===== config.mk =====
export PLATFORM = sky130hd
export DESIGN_NAME = udc_counter
export DESIGN_NICKNAME = d
export VERILOG_FILES = /design/src/inc/udc_pkg.sv /design/src/hdl/udc_edge.sv /design/src/hdl/udc_step.sv /design/src/hdl/udc_counter.sv
export VERILOG_INCLUDE_DIRS = /design/src /design/src/inc
export SDC_FILE = /design/constraint.sdc
export NUM_CORES = 1
export LEC_CHECK = 0
export BUFFER_PORTS_ARGS = -buffer_cell sky130_fd_sc_hd__buf_4
export CORE_AREA = 2 2 39 41
export CTS_CLUSTER_DIAMETER = 120
export CTS_CLUSTER_SIZE = 10
export DETAILED_ROUTE_END_ITERATION = 7
export DIE_AREA = 0 0 41 43
export PLACE_DENSITY = 0.62
export SLEW_MARGIN = 20
export SYNTH_ARGS = -nofsm -noshare
export SYNTH_HDL_FRONTEND = slang
export SYNTH_SLANG_ARGS = --single-unit

===== constraint.sdc =====
create_clock -name clk_sys -period 1.96 [get_ports clk_sys]
set_input_delay 0.392 -clock clk_sys [delete_from_list [all_inputs] [get_ports clk_sys]]
set_output_delay 0.392 -clock clk_sys [all_outputs]
set_load 0.02 [all_outputs]

===== src/inc/udc_cfg.svh =====
`ifndef UDC_CFG_SVH
`define UDC_CFG_SVH
`define UDC_WIDTH      4
`define UDC_ZERO       4'h0
`define UDC_TOP        4'hf
`define UDC_RST_COUNT  4'h0
`endif


===== src/inc/udc_pkg.sv =====
`default_nettype none
package udc_pkg;
  typedef logic [3:0] udc_count_t;
  typedef enum logic [1:0] {
    UDC_HOLD,
    UDC_UP,
    UDC_DOWN
  } udc_step_e;
endpackage : udc_pkg
`default_nettype wire


===== src/hdl/udc_edge.sv =====
`include "udc_cfg.svh"
`default_nettype none
// Rising-edge detector for a count input sampled on the system clock.
module udc_edge (
  input  wire logic clk_sys,
  input  wire logic sys_rst,
  input  wire logic level_in,
  output logic      rise
);
  logic prev;

  // Starting high means an input held high through reset is not a rising edge.
  always_ff @(posedge clk_sys) begin
    if (sys_rst) begin
      prev <= 1'b1;
    end else begin
      prev <= level_in;
    end
  end

  assign rise = level_in & ~prev;
endmodule : udc_edge
`default_nettype wire


===== src/hdl/udc_step.sv =====
`include "udc_cfg.svh"
`default_nettype none
// Next-count arithmetic with priority clear, load, then count.
module udc_step (
  input  wire logic                    zero_in,
  input  wire logic                    load_n,
  input  wire logic [`UDC_WIDTH-1:0]   preset,
  input  wire udc_pkg::udc_step_e      step,
  input  wire logic [`UDC_WIDTH-1:0]   count,
  output logic      [`UDC_WIDTH-1:0]   next_count
);
  function automatic logic [`UDC_WIDTH-1:0] wrap_add(
    input logic [`UDC_WIDTH-1:0] a,
    input logic [`UDC_WIDTH-1:0] d
  );
    wrap_add = a + d;
  endfunction : wrap_add

  wire logic [`UDC_WIDTH-1:0] inc_val = wrap_add(count, 4'h1);
  wire logic [`UDC_WIDTH-1:0] dec_val = wrap_add(count, 4'hf);
  wire logic [`UDC_WIDTH-1:0] cnt_val =
    (step == udc_pkg::UDC_UP)   ? inc_val :
    (step == udc_pkg::UDC_DOWN) ? dec_val : count;

  assign next_count = zero_in ? `UDC_ZERO :
                      !load_n ? preset : cnt_val;
endmodule : udc_step
`default_nettype wire


===== src/hdl/udc_counter.sv =====
// Notes on behaviour
// - All four count bits update together in one register.
// - Counting happens only on rising edges of the up or down input.
// - Up edge increments, down edge decrements; idle input is held high.
// - Load low copies preset inputs into the count regardless of counting.
// - Clear high forces the count to zero without a count edge.
// - Clear outranks load and both count inputs.
// - Underflow output low only at count zero with down input low at the previous clock.
// - Overflow output low only at count fifteen with up input low at the previous clock.
// - Counting up from fifteen wraps to zero.
// - Counting down from zero wraps to fifteen.
`include "udc_cfg.svh"
`default_nettype none
module udc_counter (
  input  wire logic                  clk_sys,
  input  wire logic                  sys_rst,
  input  wire logic                  count_up,
  input  wire logic                  count_down,
  input  wire logic                  load_n,
  input  wire logic                  async_zero_input,
  input  wire logic [`UDC_WIDTH-1:0] preset,
  output logic      [`UDC_WIDTH-1:0] count,
  output logic                       underflow_pulse_n,
  output logic                       overflow_pulse_n
);
  wire logic up_rise;
  wire logic down_rise;
  wire logic [`UDC_WIDTH-1:0] next_count;
  wire udc_pkg::udc_step_e step;

  udc_edge u_up_edge (
    .clk_sys  (clk_sys),
    .sys_rst  (sys_rst),
    .level_in (count_up),
    .rise     (up_rise)
  );

  udc_edge u_down_edge (
    .clk_sys  (clk_sys),
    .sys_rst  (sys_rst),
    .level_in (count_down),
    .rise     (down_rise)
  );

  // An edge on one input counts only while the other stays high; both edges
  // at once is a driver error and is ignored rather than guessed at.
  wire logic up_only   = up_rise && count_down && !down_rise;
  wire logic down_only = down_rise && count_up && !up_rise;

  assign step = up_only   ? udc_pkg::UDC_UP :
                down_only ? udc_pkg::UDC_DOWN :
                udc_pkg::UDC_HOLD;

  udc_step u_step (
    .zero_in    (async_zero_input),
    .load_n     (load_n),
    .preset     (preset),
    .step       (step),
    .count      (count),
    .next_count (next_count)
  );

  // The count sits in one vector register so no ripple states are seen.
  always_ff @(posedge clk_sys) begin
    if (sys_rst) begin
      count <= `UDC_RST_COUNT;
    end else begin
      count <= next_count;
    end
  end

  // Flags are computed from the next state so they stay registered yet
  // line up with the count shown in the same cycle.
  wire logic next_under_n = !((next_count == `UDC_ZERO) && !count_down);
  wire logic next_over_n  = !((next_count == `UDC_TOP) && !count_up);

  always_ff @(posedge clk_sys) begin
    if (sys_rst) begin
      underflow_pulse_n <= 1'b1;
      overflow_pulse_n  <= 1'b1;
    end else begin
      underflow_pulse_n <= next_under_n;
      overflow_pulse_n  <= next_over_n;
    end
  end

  AST_CLEAR_ZERO: assert property (@(posedge clk_sys) disable iff (sys_rst)
    async_zero_input |=> (count == `UDC_ZERO))
    else $error("count not zero after clear");

  AST_CLEAR_PRIO: assert property (@(posedge clk_sys) disable iff (sys_rst)
    (async_zero_input && !load_n) |=> (count == `UDC_ZERO))
    else $error("load overrode clear");

  AST_LOAD: assert property (@(posedge clk_sys) disable iff (sys_rst)
    (!async_zero_input && !load_n) |=> (count == $past(preset)))
    else $error("load did not copy preset");

  AST_UP: assert property (@(posedge clk_sys) disable iff (sys_rst)
    (!async_zero_input && load_n && count_up && !$past(count_up) && count_down
     && $past(count_down) && !$past(sys_rst))
    |=> (count == 4'(($past(count) + 4'h1))))
    else $error("up edge did not increment");

  AST_DOWN: assert property (@(posedge clk_sys) disable iff (sys_rst)
    (!async_zero_input && load_n && count_down && !$past(count_down) && count_up
     && $past(count_up) && !$past(sys_rst))
    |=> (count == 4'(($past(count) - 4'h1))))
    else $error("down edge did not decrement");

  AST_HOLD: assert property (@(posedge clk_sys) disable iff (sys_rst)
    (!async_zero_input && load_n && $stable(count_up) && $stable(count_down))
    |=> $stable(count))
    else $error("count moved without edge");

  AST_UNDER: assert property (@(posedge clk_sys) disable iff (sys_rst)
    !sys_rst && $past(!sys_rst) |->
    (underflow_pulse_n == !((count == `UDC_ZERO) && !$past(count_down))))
    else $error("underflow flag wrong");

  AST_OVER: assert property (@(posedge clk_sys) disable iff (sys_rst)
    !sys_rst && $past(!sys_rst) |->
    (overflow_pulse_n == !((count == `UDC_TOP) && !$past(count_up))))
    else $error("overflow flag wrong");

  COV_WRAP_UP: cover property (@(posedge clk_sys) disable iff (sys_rst)
    (count == `UDC_TOP) ##1 (count == `UDC_ZERO));
  COV_WRAP_DOWN: cover property (@(posedge clk_sys) disable iff (sys_rst)
    (count == `UDC_ZERO) ##1 (count == `UDC_TOP));
  COV_LOAD_RESUME: cover property (@(posedge clk_sys) disable iff (sys_rst)
    !load_n ##1 load_n ##[1:8] (step != udc_pkg::UDC_HOLD));
  COV_BORROW: cover property (@(posedge clk_sys) disable iff (sys_rst)
    !underflow_pulse_n);
endmodule : udc_counter
`default_nettype wire


==> results.cfg, run 1 <==
[outcome]
status = finished, violations left
violations = setup timing

[clocking]
insertion_delay_ns = 0.25
clk_path_buf_depth = 2
path_clk_slew_ns = 0.06
cts_tree = done
cts_hold_buf = 0
cts_made_buffers = 3
cts_root_buf = clkbuf_4
htreeDepth = 1
cts_sinks = 8

[sta]
drv_slew = 0
slew-limit-headroom_pct = 84.1
timing.final.crit_share_pct = 101
fin_skew_ns = 0.00523
setup_ws_ns = -0.0284
worst_pin_slew_ns = 0.239
fmax_mhz = 503
min_period_ns = 1.99
rsz0062_at_grt = true
hold_viol_final = 0
setup_viol = 1

[placed_design]
pre_cts_ws_ns = -0.185
dpl_cell_area_sq_um = 654
port-buffer-count = 15
dp_cells = 91
gp_congestion = 0.783
hpwl_um = 910

[final_layout]
fin_nets = 94
syn_to_final_growth_pct = 58.6
final_cell_mix = buf_4, nor2_1, nand2_1, dfxtp_1
diodes = 0
final_area_sq_um = 701
final_common_cell = buf_4
final-instance-count-excl-fill = 97
drive_gt1_share_pct = 49.4
finish.utilization_pct = 50.6

[detailed_routing]
drc = 0
avgRoutedWirePerCell_um = 12.1
vias_per_cell = 5.10
drt-total-wl_um = 1180
ant_nets = 0
drtPass1Iterations = 4
vias = 495
drtIter0Drc = 9

[critical_path]
critPathArrivalTime_ns = 2.11
path_class = reg -> reg
r2r_slack_ns = -0.03
cp-end-kind = register
start_kind = register
cp.required_ns = 2.08
crit_fanout = 5

[pwr]
p_clk_share_pct = 32.8
p_int_mw = 0.300
swShare_pct = 25.5
combPwrFrac_pct = 23.0
seqPwrFrac_pct = 44.2
cellPowerDensity_nw_per_um2 = 574
switchingPower_mw = 0.103
leakage_nw = 0.301
ir_drop_mv = 0.314

[die]
std_cell_rows = 14
start_util_pct = 31.9
die_h_um = 43
dieArea_sq_um = 1760
core_sq_um = 1380
chipWidth_um = 41
io_pins = 16

[logic_synthesis]
synth_edf_count = 0
ys_warn_count = 0
ys_seq_area_share_pct = 36.3
postSynthCellCount = 52
syn-num-nets = 64
syn_area_sq_um = 442
async_flop_share_pct = 0
syn_area_per_cell_sq_um = 8.49
synth_cell_types = 23
synth_flop_cell = dfxtp_1
ys_ff_latch = 8

[grt]
antenna_found_initial = 0
grt_pass1_wl_um = 1810
grt_pass1_vias = 437
grt_overflow_total = 0
grtUsageTotal_pct = 15.9
grt_max_degree = 10

[hold_path]
hold_class = in -> reg

[flow_run]
maxCapViolCount = 0
flip-flops by register name, summed over array words and instances (netlist names):
register / count
count: 4
overflow_pulse_n: 1
u_down_edge.prev: 1
u_up_edge.prev: 1
underflow_pulse_n: 1
area by class of cell:
class | count | area, sq um
Fill cell | 145 | 683
Multi-Input combinational cell | 41 | 279
Timing Repair Buffer | 26 | 195
Inverter | 2 | 7.51
Clock buffer | 4 | 26.3
Sequential cell | 8 | 173
Tap cell | 16 | 20.0
critical path, cell delays in order (launching register included):
cell and delay [ns]:
dfxtp_4 0.36, xnor2_1 0.14, or3_1 0.32, a311oi_2 0.28
or2b_1 0.26, or4_4 0.50
stage by stage:
stage	hold WS (ns)	power, mW	setup TNS [ns]
6_report	0.322	0.402	-0.0284
5_1_grt	0.316	0.426	-0.124
4_1_cts	0.311	0.412	-0.0324
3_5_place_dp	0.589	0.269	-0.185
3_3_place_gp	0.592	0.268	-0.187
2_1_floorplan	0.454	0.220	0
path summary, 6_finish.rpt:
check	from	to	depth (start not counted)
worst max register to register	u_down_edge.prev	overflow_pulse_n	5
worst min register to register	count[3]	overflow_pulse_n	4
worst min-delay path	sys_rst	count[1]	2
worst max-delay path	u_down_edge.prev	overflow_pulse_n	5
routing by layer:
layer / routed length [um] / share of wire (%) / GRT usage, % / up-vias
li1: - / - / - / 251
met1: 500 / 43 / 18.8 / 230
met2: 601 / 51 / 23.8 / 12
met3: 56 / 4.8 / 1.57 / 2
met4: 17 / 1.4 / 14.0 / 0
met5: 0 / 0 / 0 / -
synthesized netlist by cell type (2+ instances only):
master	n	share of area [%]
or2_2	2	2.8
or3_1	2	2.8
nand2_1	4	3.4
dfxtp_1	8	36
o21ai_0	2	2.3
ha_1	2	5.7
inv_1	2	1.7
a311o_1	2	4.5
nand4_1	3	4.2
and4b_1	2	4.5
a21oi_1	2	2.3
nor2b_1	2	2.8
or4_4	2	5.1
nor2_1	8	6.8
power by group through the flow:
stage / logic [mW] / clock network, mW / registers (mW)
final: 0.0924 / 0.132 / 0.178
after global routing: 0.102 / 0.146 / 0.179
after CTS: 0.0910 / 0.143 / 0.178
after detailed placement: 0.0875 / 0 / 0.181
after global placement: 0.0867 / 0 / 0.181
after floorplan: 0.0342 / 0 / 0.186
cells by family after synthesis:
logic type                 synth area share, %
xor gates and xnor gates                  1.98
DFF                                       36.3
and+or+nand+nor                           37.4
buffers and inverters                     2.55
adders and majority gates                 5.66
AOI/OAI and AO/OA                         16.1
repair_timing:
item                                    in CTS  in global routing
pin swaps                                    6                  1
gates resized for setup                      2                  1
gates cloned                                 0                  0
endpoints found under the setup margin       1                  1
setup buffers                                1                  1
Power figures use the tool's default switching activity.
==> run 2: changes to the inputs <==
Settings changed: CORE_AREA 2 2 39 41 to not set, CORE_MARGIN set to 2, CORE_UTILIZATION set to 34, DIE_AREA 0 0 41 43 to not set, PLACE_DENSITY 0.62 to 0.63, SYNTH_HIERARCHICAL set to 1.
==> run 2 against run 1 <==
  * The flow now finishes without violations
  * Maximum frequency rose by 7.3%
  * Total power fell by 3.8%
  * Clock skew rose by 0.0032 ns
  * Area after synthesis rose by 10%
  * Clock-buffer cell count fell by 1
  * Final cell count fell by 4.1%
  * Largest cell class unchanged
==> results.cfg, run 2 <==
[detailed_routing]
ant_nets = 0
drtIter0Drc = 8
drtPass1Iterations = 4
drt-total-wl_um = 1070
avgRoutedWirePerCell_um = 11.5
vias_per_cell = 4.86
vias = 452
drc = 0

[critical_path]
start_kind = register
crit_fanout = 3
critPathArrivalTime_ns = 1.97
cp.required_ns = 2.08
cp-end-kind = register
path_class = reg -> reg

[final_layout]
fill_cells = 130
regMostFlops = count
final_cell_mix = buf_4, dfxtp_1, nand2_1, nor2_1, nor2b_1
final_common_cell = buf_4
fin_nets = 92
finish.utilization_pct = 54.2
largest_register_ffs = 4
syn_to_final_growth_pct = 46.8
diodes = 0
drive_gt1_share_pct = 42.3

[sta]
worst_pin_slew_ns = 0.275
fin_skew_ns = 0.00845
drv_slew = 0
timing.final.crit_share_pct = 94.5
setup_viol = 0
setup_ws_ns = 0.107
slew-limit-headroom_pct = 81.6
fmax_mhz = 540
min_period_ns = 1.85
rsz0062_at_grt = true
hold_viol_final = 0

[pwr]
leakage_nw = 0.291
cellPowerDensity_nw_per_um2 = 542
ir_drop_mv = 0.302

[grt]
grtUsageTotal_pct = 12.2
grt_overflow_total = 0
grt_pass1_wl_um = 1650
antenna_found_initial = 0
grt_use_met3_pct = 1.30
met1_usage_pct = 15.3
met2_usage_pct = 19.7
grt_pass1_vias = 388
grt_busiest_layer = met2
grt_max_degree = 9

[logic_synthesis]
synth_common_cells = dfxtp_1, nand2_1, nor2b_1
synth_adder_area_share_pct = 7.20
synth_top_area_share_pct = 32.9
postSynthCellCount = 57
synth_cell_types = 27
syn-num-nets = 69
yosysMostFrequentCell = dfxtp_1
yosys-mux-area-fraction_pct = 4.11
synth_area_leader_cell = dfxtp_1
ys_seq_area_share_pct = 32.9
async_flop_share_pct = 0
synthSimpleGateAreaFrac_pct = 37.5
ys_warn_count = 6
ys_ff_latch = 8
synth_xor_area_share_pct = 5.40
synth_area_leaders = dfxtp_1, nor2b_1, xnor2_1, ha_1, nand2_1
synth_edf_count = 0
syn_area_per_cell_sq_um = 8.54
synth_top_family_by_area = simple AND/OR/NAND/NOR gates
synth_flop_cell = dfxtp_1
syn_area_sq_um = 487
synth_compound_area_share_pct = 8.23

[placed_design]
gp_congestion = 0.785
pre_cts_ws_ns = -0.143
port-buffer-count = 15
hpwl_um = 775

[die]
io_pins = 16
die_h_um = 41.8
core_sq_um = 1320
start_util_pct = 36.9
chipWidth_um = 41.8
std_cell_rows = 13
dieArea_sq_um = 1750

[clocking]
cts_made_buffers = 3
cts_tree = done
cts_root_buf = clkbuf_4
cts_hold_buf = 0
htreeDepth = 1
insertion_delay_ns = 0.25
clk_path_buf_depth = 2
path_clk_slew_ns = 0.06
cts_sinks = 8

[hold_path]
hold_class = in -> reg

[flow_run]
maxCapViolCount = 0

[outcome]
status = finished, final reports clean
==> run 2: cell count changes after synthesis, sizes merged, moves of 2 or more <==
cell / delta
a311o: -2
nor2b: +5
nand2b: +2
or4: -2
a211oi: +2
mux2i: +2
nor2: -3
and4b: -2
nand4: -2
or3: -2
xnor2: +2
nand2: +2
==> run 2: worst paths after layout <==
path | startpoint | end | slack (ns) | cells after the start
hold / removal | sys_rst | count[1] | 0.36 | 2
setup / recovery | u_down_edge/prev | overflow_pulse_n | 0.11 | 8
hold reg to reg | count[3] | count[3] | 0.72 | 3
setup reg to reg | u_down_edge/prev | overflow_pulse_n | 0.11 | 8
==> run 2: cells by family after synthesis <==
logic type / count (synthesis)
simple gates: 30
flops: 8
compound gates: 6
buf+inv: 5
xor+xnor: 3
fa+ha+maj: 3
mux: 2
==> run 2: what timing repair did <==
item,CTS,global route
resized for setup,0,7
endpoints found under the setup margin,0,2
buffers inserted,0,0
==> run 2: area by class of cell <==
| type | count | area [sq um] | area share [%] |
|---|---|---|---|
| Clock buffer | 3 | 22.5 | 3.15 |
| Inverter | 3 | 11.3 | 1.58 |
| Multi-Input combinational cell | 44 | 350 | 49.0 |
| Sequential cell | 8 | 161 | 22.6 |
| Tap cell | 15 | 18.8 | 2.63 |
| Timing Repair Buffer | 20 | 150 | 21.0 |
==> run 2: report_power, final <==
part | leakage (nW) | switching [mW] | internal (mW)
clock | 0.0138 | 0.0555 | 0.0700
sequential | 0.0655 | 0.00609 | 0.170
combinational | 0.212 | 0.0385 | 0.0470
==> run 2: per-stage QoR <==
| stage | total power, mW | area [sq um] | std cells | TNS (ns) | hold WS (ns) |
|---|---|---|---|---|---|
| 6_report | 0.387 | 714 | 93 | 0 | 0.360 |
| 5_1_grt | 0.407 | 714 | 93 | -0.0186 | 0.365 |
| 4_1_cts | 0.388 | 682 | 93 | 0 | 0.352 |
| 3_5_place_dp | 0.260 | 659 | 90 | -0.323 | 0.622 |
| 3_3_place_gp | 0.259 | 659 | 90 | -0.304 | 0.624 |
| 2_1_floorplan | 0.222 | 505 | 57 | -0.0631 | 0.464 |
==> run 2: critical path: stages (launching register included) <==
cell	delay, ns
dfxtp_1	0.30
nor2b_2	0.11
and3b_1	0.17
or4b_4	0.47
mux2i_4	0.21
nand2_2	0.09
o311ai_4	0.08
nor2b_1	0.17
nand4_1	0.10
==> run 2: layer usage <==
layer	vias up	share of wire, %
met5	-	0
met4	0	0
met3	0	4.5
met2	9	49
met1	203	46
li1	240	-
